==> src/pkg/cmc_pkg.sv <==
// shared types and constants for the cpu control and strobe block
package cmc_pkg;
   typedef enum logic [2:0] {
      CMC_TI = 3'b000,
      CMC_T1 = 3'b001,
      CMC_T2 = 3'b010,
      CMC_T3 = 3'b011,
      CMC_TW = 3'b100,
      CMC_T4 = 3'b101
   } cmc_tstate_t;
   localparam logic [7:0] NMI_TYPE = 8'h02;
   localparam logic [1:0] IRQ_ACK_STROBE_N_CYCLES = 2'h2;
   localparam int VEC_SHIFT = 2;
   localparam int VEC_ADDR_W_DEF = 20;
   localparam int VEC_ADDR_W_MIN = 10;
   localparam int RESET_MIN_CLK = 4;
   localparam int PIN_IRQ = 0;
   localparam int PIN_NMI = 1;
   localparam int PIN_RESUME = 2;
   localparam int PIN_RST = 3;
   localparam int PIN_N = 4;
   localparam logic MEM_IO_RST = 1'b1;
   localparam logic MIN_MODE_RST = 1'b1;
endpackage

==> src/pkg/cmc_bus_if.sv <==
// link between the control logic and the bus state sequencer
`timescale 1ns/1ns
`default_nettype none
interface cmc_bus_if;
   import cmc_pkg::*;
   logic start;
   logic ready;
   logic abort;
   logic accept;
   cmc_tstate_t tstate;
   modport ctl(output start, output ready, output abort, input accept, input tstate);
   modport seq(input start, input ready, input abort, output accept, output tstate);
endinterface
`default_nettype wire

==> src/design/cmc_tseq.sv <==
// bus cycle state sequencer t1 t2 t3 tw t4
`timescale 1ns/1ns
`default_nettype none
module cmc_tseq
   import cmc_pkg::*;
(
   input wire logic core_clk,
   input wire logic rstn,
   cmc_bus_if.seq bif
);
   cmc_tstate_t st_q, st_d;
   logic cyc_end;

   assign bif.tstate = st_q;
   assign cyc_end = (st_q == CMC_TI) || (st_q == CMC_T4);
   assign bif.accept = bif.start && !bif.abort && cyc_end;

   always_comb begin
      st_d = st_q;
      case (st_q)
         CMC_TI: if (bif.accept) st_d = CMC_T1;
         CMC_T1: st_d = CMC_T2;
         CMC_T2: st_d = CMC_T3;
         CMC_T3: st_d = bif.ready ? CMC_T4 : CMC_TW;
         CMC_TW: st_d = bif.ready ? CMC_T4 : CMC_TW;
         CMC_T4: st_d = bif.accept ? CMC_T1 : CMC_TI;
         default: st_d = CMC_TI;
      endcase
      if (bif.abort) begin
         st_d = CMC_TI;
      end
   end

   always_ff @(posedge core_clk or negedge rstn) begin
      if (!rstn) begin
         st_q <= CMC_TI;
      end else begin
         st_q <= st_d;
      end
   end
endmodule
`default_nettype wire

==> src/design/cmc_ctrl.sv <==
// interrupt, wait, reset inputs and minimum mode bus strobes
`timescale 1ns/1ns
`default_nettype none
// Operation
// - sync irq level, sample at instruction end
// - irq ignored when enable flag clear
// - handler address looked up from vector table; the block only outputs the table entry address, type times four
// - wait continues on resume low, else idles
// - resume input synchronised every clock
// - nmi edge triggered, always type two
// - nmi rising edge, unmaskable, instruction end
// - synced reset abandons current activity at once
// - restart from defined state on reset release
// - strap selects mode; high means minimum
// - memory io status high memory, low io
// - status valid from t1 to final t4
// - status floats resting high in hold
// - write strobe low in t2 t3 tw
// - write strobe floats resting high in hold
// - ack strobe low in t2 t3 tw
// - ack strobe always driven
// - address latch pulse high in t1
// - address latch pulse always driven
// - hold ack raised in t4 or idle
module cmc_ctrl
   import cmc_pkg::*;
#(
   parameter int VEC_ADDR_W = VEC_ADDR_W_DEF
) (
   input wire logic core_clk,
   input wire logic rstn,
   input wire logic reset_pin,
   input wire logic bus_mode_strap,
   input wire logic maskable_irq,
   input wire logic nmi_pin,
   input wire logic resume_n,
   input wire logic hold_req,
   input wire logic bus_ready,
   input wire logic [7:0] bus_data_in,
   input wire logic instr_last,
   input wire logic irq_enable,
   input wire logic wait_exec,
   input wire logic core_req,
   input wire logic core_write,
   input wire logic core_io,
   output logic core_grant,
   output logic core_done,
   output logic core_restart,
   output logic irq_busy,
   output logic vec_valid,
   output logic [7:0] vec_type,
   output logic [VEC_ADDR_W-1:0] vec_addr,
   output logic wait_resume,
   output logic wait_idle,
   output logic mem_io_o,
   output logic mem_io_oe_n,
   output logic write_n_o,
   output logic write_oe_n,
   output logic irq_ack_strobe_n,
   output logic addr_latch,
   output logic bus_release_ack,
   output logic min_mode
);
   generate
      if (VEC_ADDR_W < VEC_ADDR_W_MIN) begin : g_bad_w
         $error("vector address too narrow");
      end
   endgenerate

   cmc_bus_if bif();
   cmc_tseq u_seq (
      .core_clk(core_clk),
      .rstn(rstn),
      .bif(bif)
   );

   cmc_tstate_t tstate;
   logic [PIN_N-1:0] pins, sync1_q, sync1_d, sync2_q, sync2_d;
   logic irq_s, nmi_s, resume_s, rst_s;
   logic nmi_prev_q, nmi_prev_d, nmi_pend_q, nmi_pend_d;
   logic [1:0] irq_ack_strobe_n_left_q, irq_ack_strobe_n_left_d;
   logic cur_irq_ack_strobe_n_q, cur_irq_ack_strobe_n_d, cur_last_q, cur_last_d, cur_write_q, cur_write_d;
   logic mem_io_q, mem_io_d, hold_q, hold_d;
   logic strap_done_q, strap_done_d, min_q, min_d;
   logic rst_prev_q, rst_prev_d, restart_q, restart_d;
   logic vec_valid_q, vec_valid_d;
   logic [7:0] vec_type_q, vec_type_d;
   logic [VEC_ADDR_W-1:0] vec_addr_q, vec_addr_d;
   logic nmi_edge, in_t4i, hold_enter, strobe_win, take_nmi, take_irq;
   logic acc_irq_ack_strobe_n, cap;

   assign tstate = bif.tstate;
   assign pins = {reset_pin, resume_n, nmi_pin, maskable_irq};

   // two flop synchronisers for all asynchronous pins
   always_comb begin
      sync1_d = pins;
      sync2_d = sync1_q;
   end

   always_ff @(posedge core_clk or negedge rstn) begin
      if (!rstn) begin
         sync1_q <= '0;
         sync2_q <= '0;
      end else begin
         sync1_q <= sync1_d;
         sync2_q <= sync2_d;
      end
   end

   assign irq_s = sync2_q[PIN_IRQ];
   assign nmi_s = sync2_q[PIN_NMI];
   assign resume_s = sync2_q[PIN_RESUME];
   assign rst_s = sync2_q[PIN_RST];

   assign nmi_edge = nmi_s && !nmi_prev_q;
   assign in_t4i = (tstate == CMC_TI) || (tstate == CMC_T4);
   assign hold_enter = min_q && hold_req && !hold_q && in_t4i && !rst_s;
   assign strobe_win = (tstate == CMC_T2) || (tstate == CMC_T3) || (tstate == CMC_TW);
   assign take_nmi = instr_last && nmi_pend_q && (irq_ack_strobe_n_left_q == 2'h0) && !rst_s;
   assign take_irq = instr_last && !nmi_pend_q && irq_s && irq_enable
      && (irq_ack_strobe_n_left_q == 2'h0) && !rst_s;
   assign acc_irq_ack_strobe_n = bif.accept && (irq_ack_strobe_n_left_q != 2'h0);
   // second acknowledge cycle delivers the vector type
   assign cap = cur_irq_ack_strobe_n_q && cur_last_q && bus_ready
      && ((tstate == CMC_T3) || (tstate == CMC_TW));

   assign bif.start = min_q && !hold_q && !hold_enter && !rst_s
      && ((irq_ack_strobe_n_left_q != 2'h0) || core_req);
   assign bif.ready = bus_ready;
   assign bif.abort = rst_s;

   always_comb begin
      nmi_prev_d = nmi_s;
      nmi_pend_d = (nmi_pend_q && !take_nmi) || nmi_edge;
      irq_ack_strobe_n_left_d = irq_ack_strobe_n_left_q;
      cur_irq_ack_strobe_n_d = cur_irq_ack_strobe_n_q;
      cur_last_d = cur_last_q;
      cur_write_d = cur_write_q;
      mem_io_d = mem_io_q;
      hold_d = hold_q;
      strap_done_d = strap_done_q;
      min_d = min_q;
      rst_prev_d = rst_s;
      restart_d = rst_prev_q && !rst_s;
      vec_valid_d = take_nmi || cap;
      vec_type_d = vec_type_q;
      if (take_irq) begin
         irq_ack_strobe_n_left_d = IRQ_ACK_STROBE_N_CYCLES;
      end else if (acc_irq_ack_strobe_n) begin
         irq_ack_strobe_n_left_d = irq_ack_strobe_n_left_q - 2'h1;
      end
      if (bif.accept) begin
         cur_irq_ack_strobe_n_d = acc_irq_ack_strobe_n;
         cur_last_d = acc_irq_ack_strobe_n && (irq_ack_strobe_n_left_q == 2'h1);
         cur_write_d = !acc_irq_ack_strobe_n && core_write;
         mem_io_d = !acc_irq_ack_strobe_n && !core_io;
      end
      if (hold_enter) begin
         hold_d = 1'b1;
      end else if (hold_q && !hold_req) begin
         hold_d = 1'b0;
      end
      if (!strap_done_q || rst_s) begin
         min_d = bus_mode_strap;
         strap_done_d = 1'b1;
      end
      if (take_nmi) begin
         vec_type_d = NMI_TYPE;
      end else if (cap) begin
         vec_type_d = bus_data_in;
      end
      if (rst_s) begin
         nmi_pend_d = 1'b0;
         irq_ack_strobe_n_left_d = 2'h0;
         cur_irq_ack_strobe_n_d = 1'b0;
         cur_last_d = 1'b0;
         cur_write_d = 1'b0;
         hold_d = 1'b0;
         vec_valid_d = 1'b0;
      end
      vec_addr_d = VEC_ADDR_W'(vec_type_d) << VEC_SHIFT;
   end

   always_ff @(posedge core_clk or negedge rstn) begin
      if (!rstn) begin
         nmi_prev_q <= 1'b0;
         nmi_pend_q <= 1'b0;
         irq_ack_strobe_n_left_q <= 2'h0;
         cur_irq_ack_strobe_n_q <= 1'b0;
         cur_last_q <= 1'b0;
         cur_write_q <= 1'b0;
         mem_io_q <= MEM_IO_RST;
         hold_q <= 1'b0;
         strap_done_q <= 1'b0;
         min_q <= MIN_MODE_RST;
         rst_prev_q <= 1'b0;
         restart_q <= 1'b0;
         vec_valid_q <= 1'b0;
         vec_type_q <= 8'h00;
         vec_addr_q <= '0;
      end else begin
         nmi_prev_q <= nmi_prev_d;
         nmi_pend_q <= nmi_pend_d;
         irq_ack_strobe_n_left_q <= irq_ack_strobe_n_left_d;
         cur_irq_ack_strobe_n_q <= cur_irq_ack_strobe_n_d;
         cur_last_q <= cur_last_d;
         cur_write_q <= cur_write_d;
         mem_io_q <= mem_io_d;
         hold_q <= hold_d;
         strap_done_q <= strap_done_d;
         min_q <= min_d;
         rst_prev_q <= rst_prev_d;
         restart_q <= restart_d;
         vec_valid_q <= vec_valid_d;
         vec_type_q <= vec_type_d;
         vec_addr_q <= vec_addr_d;
      end
   end

   // pin drivers; pins floated in hold still show their resting level
   assign mem_io_o = mem_io_q || hold_q;
   assign mem_io_oe_n = hold_q || !min_q;
   assign write_n_o = !(min_q && cur_write_q && strobe_win);
   assign write_oe_n = hold_q || !min_q;
   assign irq_ack_strobe_n = !(min_q && cur_irq_ack_strobe_n_q && strobe_win);
   assign addr_latch = min_q && (tstate == CMC_T1);
   assign bus_release_ack = hold_q;
   assign min_mode = min_q;

   assign core_grant = bif.accept && !acc_irq_ack_strobe_n;
   assign core_done = (tstate == CMC_T4) && !cur_irq_ack_strobe_n_q;
   assign core_restart = restart_q;
   assign irq_busy = (irq_ack_strobe_n_left_q != 2'h0) || (cur_irq_ack_strobe_n_q && (tstate != CMC_TI));
   assign vec_valid = vec_valid_q;
   assign vec_type = vec_type_q;
   assign vec_addr = vec_addr_q;
   assign wait_resume = wait_exec && !resume_s;
   assign wait_idle = wait_exec && resume_s;
endmodule
`default_nettype wire

==> config.mk <==
export PLATFORM = sky130hd
export DESIGN_NAME = cmc_ctrl
export DESIGN_NICKNAME = d
export VERILOG_FILES = /design/src/pkg/cmc_pkg.sv /design/src/pkg/cmc_bus_if.sv /design/src/design/cmc_tseq.sv /design/src/design/cmc_ctrl.sv
export SDC_FILE = /design/constraint.sdc
export NUM_CORES = 1
export LEC_CHECK = 0
export ABC_AREA = 1
export BUFFER_PORTS_ARGS = -buffer_cell sky130_fd_sc_hd__buf_2
export CAP_MARGIN = 15
export CORE_MARGIN = 3
export CORE_UTILIZATION = 43
export DETAILED_ROUTE_END_ITERATION = 6
export PLACE_DENSITY_LB_ADDON = 0.3
export SLEW_MARGIN = 10
export SYNTH_ARGS = -nofsm -noshare
export SYNTH_HDL_FRONTEND = slang
export SYNTH_SLANG_ARGS = --single-unit
==> constraint.sdc <==
create_clock -name core_clk -period 1.3 [get_ports core_clk]
set_input_delay 0.065 -clock core_clk [delete_from_list [all_inputs] [get_ports core_clk]]
set_output_delay 0.065 -clock core_clk [all_outputs]
set_load 0.01 [all_outputs]
==> flow_summary_export.csv, run 1 <==
group,metric,value,unit
run_status,outcome,"complete, but fails checks",
run_status,violations,"negative setup slack",
place,place_congestion,0.893,
detailed_routing,vias,1438,
critical_path,cp.arrival,1.41,ns
place,portBuffers,53,
yosys,synth-edff-count,0,
cells_and_area,layout-drive-gt1-share,49.4,%
yosys,syn_area,1690,sq um
global_routing,grt_pass1_vias,1248,
global_routing,grt_overflow,0,
job,cap_viol_max_count,0,
sta,whs,0.00752,ns
global_routing,grt_use_total,15.6,%
clock_tree,cts_tree,"built",
place,pre_cts_ws,-0.0319,ns
critical_path,reg2regPathDepth,7,
clock_tree,htree_levels,2,
sta,setup_viol,19,
sta,min_period_over_period,113,%
yosys,yosysSeqAreaShare,49.0,%
global_routing,grt_max_degree,19,
cells_and_area,register_area,833,sq um
floorplan,num_io_pins,66,
clock_tree,clock_path_buffers,2,
yosys,synth_cells,182,
yosys,synth_seq_cells,33,
pwr,ir_drop,654,uV
yosys,synth.largest_area_cell,"dfrtp_1",
cells_and_area,area_growth,40.0,%
sta,grt_setup_unrepaired,"yes",
sta,finalCriticalPeriod,1.47,ns
floorplan,dieArea,4720,sq um
floorplan,dieHeight,68.7,um
global_routing,grt_use_met1,18.8,%
sta,skew,0.00424,ns
yosys,ys.warnings.count,0,
clock_tree,path_clk_slew,0.07,ns
place,placed_cells,278,
clock_tree,cts_buffers,5,
sta,maxSlewViolCount,0,
cells_and_area,diodes,0,
yosys,synth_cell_types,28,
yosys,synth.most_common_cell,"nand2_1",
critical_path,cp-start-kind,"flop",
detailed_routing,viasPerCell,4.62,
yosys,async_reset_ff_share,100,%
global_routing,busiest_layer,"met2",
floorplan,rows,22,
floorplan,die_w,68.7,um
sta,fin_setup_tns,-0.949,ns
critical_path,critPathKind,"reg2out",
place,dpl.hpwl,2470,um
critical_path,end_kind,"output port",
critical_path,path_max_fanout,4,
detailed_routing,antenna_left,0,
cells_and_area,fin_cells,311,
yosys,synthTopCellsByArea,"dfrtp_1 46%, buf_4 9.3%, nand3_1 7.4%, nand2_1 7.1%, dfstp_2 3.1%",
detailed_routing,drtIter0Drc,90,
pwr,finalPower,3.14,mW
yosys,syn_avg_cell_area,9.29,sq um
detailed_routing,drc,0,
pwr,power_leakage,1.26,nW
detailed_routing,first_pass_iters,5,
cells_and_area,multi_input_area,751,sq um
pwr,power.density,1330,nW/um^2
floorplan,coreArea,3720,sq um
floorplan,initial_utilization,45.5,%
sta,finalHoldViolations,0,
cells_and_area,fillerInstances,315,
cells_and_area,finalInstanceArea,2370,sq um
yosys,synth-main-ff-cell,"dfrtp_1",
yosys,synth_common_cells,"32 x nand2_1, 31 x dfrtp_1, 25 x nand3_1, 21 x buf_4, 14 x inv_1",
sta,timing.fmax,680,MHz
detailed_routing,finalWirelength,3730,um
cells_and_area,fin_nets,287,
global_routing,grt_pass1_wl,5330,um
yosys,synth_top_area_share,45.9,%
clock_tree,cts_sinks,33,
detailed_routing,wire_per_inst,12.0,um
place,place_area,1950,sq um
global_routing,antenna_found_initial,0,
clock_tree,clk_latency,0.28,ns
critical_path,required,1.24,ns
global_routing,grt_util_met2,24.8,%
cells_and_area,fin_util,63.7,%
global_routing,grtUsageMet3,5.02,%
sta,setup_ws,-0.170,ns
clock_tree,cts_root_buf,"clkbuf_8",
worst_hold_path,hp-class,"in2reg",
worst_hold_path,hold_depth,3,
-- repair_timing --
| item | 4_1_cts | 5_1_grt |
|---|---|---|
| pin swaps | 1 | 14 |
| setup endpoints to repair | 12 | 23 |
| gates resized for setup | 5 | 30 |
| hold buffers | 9 | 0 |
| setup buffers | 6 | 9 |
| hold endpoints to repair | 21 | 0 |
| gates cloned | 1 | 0 |
-- worst max-delay path: stages (launching register included) --
cell     delay, ns
dfrtp_2       0.45
inv_2         0.09
nand2_1       0.05
nand2_1       0.07
nand2_2       0.11
nor2_8        0.13
nand2_2       0.06
inv_1         0.05
buf_2         0.12
-- per-layer routing --
| layer | up-vias | part of all wire, % | wire (um) |
|---|---|---|---|
| met4 | 0 | 2.0 | 73 |
| met5 | - | 0 | 0 |
| met3 | 8 | 6.2 | 232 |
| li1 | 711 | - | - |
| met2 | 48 | 51 | 1910 |
| met1 | 671 | 40 | 1510 |
-- area by class of cell --
type | count | share of cell area (%)
multi-input cells | 118 | 31.7
flip-flops and latches | 33 | 35.2
inverters | 19 | 3.33
clock buffers | 5 | 2.91
clock inverters | 3 | 0.740
repair buffers | 85 | 23.6
well taps | 48 | 2.54
-- power by group --
| group | internal (mW) | switching (mW) |
|---|---|---|
| clock network | 0.369 | 0.375 |
| registers | 1.19 | 0.125 |
| logic | 0.495 | 0.592 |
-- final timing paths --
path / startpoint / end / slack, ns
min in group asynchronous: rstn / strap_done_q$_DFFE_PN0P_ / 0.24
max in group asynchronous: rstn / bus_release_ack$_DFFE_PN0P_ / 0.63
worst max register to register: min_mode$_DFFE_PN1P_ / mem_io_q$_DFFE_PN1N_ / -0.10
worst max-delay path: u_seq.bif.tstate[1]$_DFFE_PN0P_ / core_grant / -0.17
worst min register to register: sync1_q[0]$_DFF_PN0_ / sync2_q[0]$_DFF_PN0_ / 0.35
worst min-delay path: bus_data_in[3] / vec_addr[5]$_DFFE_PN0N_ / 0.008
-- logic make-up after synthesis --
group,after synthesis,share of synthesized area (%)
and+or+nand+nor,89,29.0
buffers and inverters,43,15.5
DFF,33,49.0
AOI/OAI and AO/OA,13,4.52
adders and majority gates,2,1.48
other,2,0.444
-- flip-flops by register name (all words and copies together), names as in the netlist --
signal	count
bus_release_ack	1
core_restart	1
cur_irq_ack_strobe_n_q	1
cur_last_q	1
cur_write_q	1
irq_ack_strobe_n_left_q	2
mem_io_q	1
min_mode	1
nmi_pend_q	1
nmi_prev_q	1
rst_prev_q	1
strap_done_q	1
sync1_q	4
sync2_q	4
u_seq.bif.tstate	3
vec_addr	8
vec_valid	1
-- placed cells by master (no fill, tap or decap), drive strengths merged --
| master | Yosys | routed |
|---|---|---|
| a21oi | 4 | 4 |
| a31oi | 1 | 1 |
| nand4 | 2 | 2 |
| nand3 | 29 | 30 |
| conb | 2 | 13 |
| clkbuf | 0 | 5 |
| nand2 | 38 | 38 |
| o211ai | 1 | 1 |
| or2 | 1 | 1 |
| dfrtp | 31 | 31 |
| buf | 24 | 76 |
| inv | 19 | 19 |
| dlygate4sd3 | 0 | 9 |
| dfstp | 2 | 2 |
| clkinvlp | 0 | 1 |
| o21ai | 6 | 6 |
| clkinv | 0 | 2 |
| o32ai | 1 | 1 |
| nor2 | 18 | 18 |
| ha | 2 | 2 |
| and3 | 1 | 1 |
Power figures use the tool's default switching activity.
==> run 2, diff against run 1 <==
--- a/config.mk
+++ b/config.mk
@@ -15,4 +15,5 @@
 export SLEW_MARGIN = 10
 export SYNTH_ARGS = -nofsm -noshare
 export SYNTH_HDL_FRONTEND = slang
+export SYNTH_HIERARCHICAL = 1
 export SYNTH_SLANG_ARGS = --single-unit
==> run 2 against run 1 <==
The run ends with negative hold slack, negative setup slack left. Synthesized cell count grew 3.3%. Combinational power grew 16%. Total power grew 16%. Critical endpoint unchanged.
==> flow_summary_export.csv, run 2 <==
group,metric,value,unit
yosys,synth_xor_xnor_area_share,0,%
worst_hold_path,hp-class,"in2reg",
yosys,synth_top_area_share,47.5,%
critical_path,cp-start-kind,"flop",
run_status,outcome,"complete, but fails checks",
floorplan,initial_utilization,46.8,%
yosys,yosys.area_share.simple,25.5,%
sta,whs,-0.000321,ns
cells_and_area,fin_nets,307,
sta,skew,0.00509,ns
cells_and_area,fillerInstances,249,
yosys,synth_cell_types,25,
detailed_routing,antenna_left,0,
critical_path,timing.critical_path.buf_inv,4,
yosys,synth-main-ff-cell,"dfrtp_1",
cells_and_area,diodes,0,
pwr,power.internal,2.51,mW
yosys,synthMuxAreaShare,0,%
yosys,ys.warnings.count,6,
critical_path,reg2regPathDepth,11,
critical_path,cp.arrival,1.67,ns
sta,finalHoldViolations,1,
pwr,combPwrFrac,34.6,%
global_routing,grt_overflow,0,
cells_and_area,finalInstanceArea,2670,sq um
pwr,seqPwrFrac,34.0,%
critical_path,slowest_stage,"dfstp_2",
place,place_congestion,0.776,
cells_and_area,area_growth,63.6,%
pwr,clkPwrFrac,31.4,%
yosys,async_reset_ff_share,100,%
detailed_routing,finalWirelength,4480,um
sta,setup_viol,12,
yosys,synth_common_cells,"34 x nand2_1, 31 x dfrtp_1, 28 x nand3_1, 21 x buf_4",
critical_path,r2r_slack,-0.37,ns
place,place_area,2010,sq um
yosys,synth_top_family_by_area,"simple AND/OR/NAND/NOR gates",
floorplan,dieHeight,67.6,um
cells_and_area,layout_common_cells,"51 x buf_2, 28 x dfrtp_1, 24 x nand2_1, 23 x buf_4, 19 x nand3_2",
pwr,power.density,1360,nW/um^2
pwr,power.net_switching,1.13,mW
clock_tree,path_clk_slew,0.07,ns
clock_tree,cts_root_buf,"clkbuf_8",
critical_path,end_kind,"output port",
global_routing,grt_pass1_wl,6640,um
critical_path,critPathMaxStageDelay,0.54,ns
detailed_routing,drc,0,
clock_tree,cts_tree,"built",
cells_and_area,fin_util,76.5,%
clock_tree,htree_levels,2,
detailed_routing,vias,1571,
detailed_routing,wire_per_inst,13.6,um
run_status,violations,"negative hold slack, negative setup slack",
floorplan,die_w,67.6,um
critical_path,required,1.24,ns
cells_and_area,layout-drive-gt1-share,60.4,%
yosys,synth_cells,188,
yosys,synth.most_common_cell,"nand2_1",
pwr,p_sw_share,31.0,%
worst_hold_path,min_from,"bus_data_in[3]",
critical_path,cpMostUsedCell,"inv_2",
yosys,synth_compound_area_share,6.28,%
job,cap_viol_max_count,0,
sta,fin_setup_tns,-3.17,ns
clock_tree,clk_latency,0.29,ns
floorplan,dieArea,4580,sq um
worst_hold_path,hold_depth,3,
floorplan,rows,21,
yosys,syn_avg_cell_area,8.69,sq um
clock_tree,cts_buffers,5,
global_routing,grt_pass1_vias,1461,
sta,min_period_over_period,134,%
sta,timing.fmax,576,MHz
floorplan,num_io_pins,66,
cells_and_area,mostFrequentLayoutCell,"buf_2",
sta,finalCriticalPeriod,1.74,ns
yosys,synth_seq_cells,33,
pwr,power_leakage,1.34,nW
global_routing,grt_use_total,20.0,%
clock_tree,clock_path_buffers,2,
critical_path,critPathKind,"reg2out",
clock_tree,cts_sinks,33,
place,dpl.hpwl,2590,um
yosys,synthAdderAreaFrac,1.53,%
detailed_routing,first_pass_iters,4,
detailed_routing,drtIter0Drc,73,
worst_hold_path,min_delay_worst_endpoint,"vec_addr[5]$_DFFE_PN0P_",
yosys,yosysSeqAreaShare,50.7,%
place,portBuffers,53,
cells_and_area,largest_register_ffs,8,
critical_path,r2r-end,"irq_ack_strobe_n_left_q[1]$_DFFE_PN0P_",
pwr,ir_drop,950,uV
critical_path,crit_family,"flip-flops",
global_routing,grt_max_degree,19,
critical_path,r2r-start,"min_mode$_DFFE_PN1P_",
critical_path,path_cells,"inv_2 > nor2_4 > o211ai_1 > a21oi_2 > inv_2 > nor3_4 > nand2_2 > inv_2 > buf_6",
yosys,synth-edff-count,0,
global_routing,antenna_found_initial,0,
critical_path,path_max_fanout,2,
pwr,finalPower,3.65,mW
sta,maxSlewViolCount,0,
floorplan,coreArea,3490,sq um
yosys,synthTopCellsByArea,"dfrtp_1 47%, buf_4 9.6%, nand3_1 8.6%, nand2_1 7.8%, inv_1 3.9%",
yosys,syn_area,1630,sq um
yosys,synth.largest_area_cell,"dfrtp_1",
sta,grt_setup_unrepaired,"yes",
sta,setup_ws,-0.437,ns
detailed_routing,viasPerCell,4.78,
==> run 2: cell count changes after synthesis, moves of 3 or more <==
| cell | previous run | this run |
|---|---|---|
| buf_6 | 3 | 0 |
| o21ai_0 | 4 | 8 |
| nand3_1 | 25 | 28 |
| inv_1 | 14 | 17 |
| a21oi_1 | 4 | 8 |
| inv_2 | 5 | 2 |
| nor2_1 | 13 | 17 |
==> run 2: worst max path at each step <==
stage	depth (start not counted)	slack, ns	to	from
2_1_floorplan	11	-0.31	irq_ack_strobe_n_left_q[1]$_DFFE_PN0P_	min_mode$_DFFE_PN1P_
3_3_place_gp	11	-0.26	irq_ack_strobe_n_left_q[1]$_DFFE_PN0P_	min_mode$_DFFE_PN1P_
3_5_place_dp	10	-0.35	irq_ack_strobe_n_left_q[0]$_DFFE_PN0P_	min_mode$_DFFE_PN1P_
4_1_cts	9	-0.49	core_grant	min_mode$_DFFE_PN1P_
5_1_grt	9	-0.54	core_grant	min_mode$_DFFE_PN1P_
6_report	9	-0.44	core_grant	min_mode$_DFFE_PN1P_
==> run 2: cell type report <==
| type | instances | area [sq um] | share of cell area (%) |
|---|---|---|---|
| inverter | 20 | 82.6 | 3.09 |
| multi-input combinational | 127 | 912 | 34.1 |
| sequential | 33 | 832 | 31.1 |
| clock buffer | 5 | 68.8 | 2.57 |
| tap | 46 | 57.6 | 2.15 |
| timing repair buffer | 95 | 656 | 24.5 |
| clock inverter | 3 | 65.1 | 2.43 |
==> run 2: worst min-delay path, stage by stage <==
cell and delay, ns:
buf_2 0.08, nand3_2 0.06, nand2_1 0.05
==> run 2: cell families after synthesis <==
family / Yosys count
AO/OA/AOI/OAI: 19
flip-flops: 33
AND/OR/NAND/NOR: 89
adder cells (fa/ha/maj): 2
other: 2
buffers and inverters: 43
==> run 2: repair_timing <==
action,in CTS,in global routing
setup endpoints to repair,23,25
endpoints found under the hold margin,38,1
hold buffers,6,1
pin swaps,10,31
resized for setup,37,48
buffers inserted,7,11
gates cloned,4,0
==> run 2: power by group through the flow <==
stage,registers [mW],clock network (mW),logic [mW]
final,1.24,1.15,1.26
after global routing,1.25,1.20,1.36
after CTS,1.22,1.14,0.955
after detailed placement,1.22,0,0.773
after global placement,1.22,0,0.771
after floorplan,1.25,0,0.417
==> run 2: through the flow <==
step                      worst slack [ns]  cells
after global routing                -0.544    329
after detailed placement            -0.353    296
after global placement              -0.264    296
after floorplan                     -0.307    199
final                               -0.437    329
after CTS                           -0.489    321
==> run 2: per-layer routing <==
metal / share of wire [%] / GRT usage, % / wire length (um) / up-vias
met5: 0 / 0 / 0 / -
met4: 3.5 / 7.34 / 156 / 0
met3: 6.0 / 5.99 / 268 / 16
met2: 51 / 33.8 / 2280 / 54
met1: 40 / 23.8 / 1770 / 737
li1: - / - / - / 764
==> run 3, diff against run 2 <==
--- a/config.mk
+++ b/config.mk
@@ -9,7 +9,7 @@
 export BUFFER_PORTS_ARGS = -buffer_cell sky130_fd_sc_hd__buf_2
 export CAP_MARGIN = 15
 export CORE_MARGIN = 3
-export CORE_UTILIZATION = 43
+export CORE_UTILIZATION = 45
 export DETAILED_ROUTE_END_ITERATION = 6
 export PLACE_DENSITY_LB_ADDON = 0.3
 export SLEW_MARGIN = 10
==> constraint.sdc (replaced) <==
create_clock -name core_clk -period 2.3 [get_ports core_clk]
set_input_delay 0.115 -clock core_clk [delete_from_list [all_inputs] [get_ports core_clk]]
set_output_delay 0.115 -clock core_clk [all_outputs]
set_load 0.01 [all_outputs]
==> run 3 against run 2 <==
The flow now finishes without violations. Register-to-register slack improved by 0.69 ns. Total power fell by 60%. Critical path depth did not move. Core utilization fell by 18 points. Combinational power fell by 75%. Clock power fell by 61%. Sequential share of layout area rose by 10 points. Wire length fell by 30%. Non-clock buffer count fell by 33.
==> flow_summary_export.csv, run 3 (synthesis gave the netlist of run 2 again) <==
group,metric,value,unit
floorplan,die_w,66.3,um
critical_path,path_max_fanout,6,
detailed_routing,vias,1329,
clock_tree,path_clk_slew,0.10,ns
floorplan,num_io_pins,66,
floorplan,rows,21,
global_routing,grt_max_degree,34,
detailed_routing,drc,0,
job,cap_viol_max_count,0,
worst_hold_path,hp-class,"in2reg",
clock_tree,clock_path_buffers,2,
detailed_routing,first_pass_iters,4,
pwr,power_leakage,1.11,nW
sta,finalCriticalPeriod,2.08,ns
place,placed_cells,276,
clock_tree,clk_latency,0.33,ns
detailed_routing,antenna_left,0,
critical_path,cpMostUsedCell,"inv_1",
run_status,outcome,"completed",
sta,setup_viol,0,
clock_tree,cts_resized,0,
floorplan,initial_utilization,47.8,%
critical_path,timing.critical_path.buf_inv,4,
sta,grt_setup_unrepaired,"no",
floorplan,coreArea,3420,sq um
place,portBuffers,53,
sta,skew,0.00997,ns
cells_and_area,largest_register_ffs,8,
critical_path,cp.arrival,1.96,ns
sta,fin_setup_tns,0,ns
sta,timing.fmax,481,MHz
place,place_congestion,0.896,
floorplan,dieHeight,66.3,um
sta,min_period_over_period,90.4,%
global_routing,grt_pass1_vias,1137,
critical_path,crit_family,"flip-flops",
detailed_routing,drtIter0Drc,51,
detailed_routing,viasPerCell,4.55,
cells_and_area,layout_common_cells,"53 x buf_2, 34 x nand2_1, 31 x dfrtp_1, 28 x nand3_1",
critical_path,required,2.18,ns
global_routing,antenna_found_initial,0,
critical_path,slowest_stage,"dfstp_2",
pwr,power.density,734,nW/um^2
sta,setup_ws,0.221,ns
cells_and_area,mostFrequentLayoutCell,"buf_2",
cells_and_area,fin_nets,270,
sta,maxSlewViolCount,0,
clock_tree,cts_tree,"built",
critical_path,critPathMaxStageDelay,0.58,ns
cells_and_area,fin_cells,292,
place,place_area,1830,sq um
critical_path,path_cells,"inv_1 > nor2_1 > o211ai_1 > a21oi_1 > inv_1 > nor3_1 > nand2_1 > inv_1 > buf_2",
cells_and_area,finalInstanceArea,1990,sq um
floorplan,dieArea,4390,sq um
detailed_routing,finalWirelength,3150,um
sta,finalHoldViolations,0,
critical_path,critPathKind,"reg2out",
place,pre_cts_ws,0.350,ns
pwr,ir_drop,463,uV
pwr,finalPower,1.46,mW
global_routing,grt_use_total,14.7,%
critical_path,cp-start-kind,"flop",
sta,slew_headroom,52.5,%
clock_tree,cts_sinks,33,
critical_path,end_kind,"output port",
cells_and_area,diodes,0,
detailed_routing,wire_per_inst,10.8,um
sta,tightest_slew,0.713,ns
global_routing,grt_pass1_wl,4860,um
clock_tree,htree_levels,2,
cells_and_area,area_growth,22.0,%
clock_tree,cts_root_buf,"clkbuf_4",
global_routing,grt_overflow,0,
clock_tree,cts_buffers,5,
cells_and_area,layout-drive-gt1-share,30.1,%
place,dpl.hpwl,2270,um
## run 3: timing repair
| item | in CTS | in global routing |
|---|---|---|
| hold buffers | 6 | 2 |
| hold endpoints to repair | 36 | 2 |
| setup buffers | 0 | 0 |
## run 3: worst min-delay path: stages
cell and delay, ns:
buf_2 0.08, nand3_1 0.06, nand2_1 0.06
## run 3: path summary, 6_finish.rpt
check                                     start                                     end  slack [ns]  cells past startpoint
setup / recovery           min_mode$_DFFE_PN1P_                              core_grant        0.22                      9
hold / removal                   bus_data_in[6]                 vec_addr[8]$_DFFE_PN0P_        0.01                      3
setup reg to reg           min_mode$_DFFE_PN1P_  irq_ack_strobe_n_left_q[0]$_DFFE_PN0P_        0.32                     11
hold reg to reg            sync1_q[2]$_DFF_PN0_                    sync2_q[2]$_DFF_PN0_        0.35                      0
max in group asynchronous                  rstn  irq_ack_strobe_n_left_q[0]$_DFFE_PN0P_        1.47                      2
min in group asynchronous                  rstn                 vec_addr[9]$_DFFE_PN0P_        0.37                      2
## run 3: report_power, final
part	internal [mW]	switching, mW
registers	0.639	0.0635
logic	0.127	0.187
clock network	0.260	0.186
total	1.03	0.437
## run 3: layout make-up
cell class,instances,area [sq um]
Inverter,20,76.3
Fill cell,324,1420
Timing Repair Buffer,62,353
Tap cell,46,57.6
Sequential cell,33,828
Clock inverter,1,30.0
Clock buffer,7,55.1
Multi-Input combinational cell,123,593
## run 3: through the flow
stage	hold WS, ns	utilization, %
finish	0.0137	58.4
global route	0.00641	58.4
CTS	0.00267	57.8
detailed placement	0.207	53.5
global placement	0.209	53.5
floorplan	-0.181	-
## run 3: per-layer routing
metal	vias to the layer above	track usage, %	part of all wire, %
met4	0	4.57	1.2
met5	-	0	0
met3	5	4.93	6.8
met2	49	23.2	46
met1	593	19.1	46
li1	682	-	-
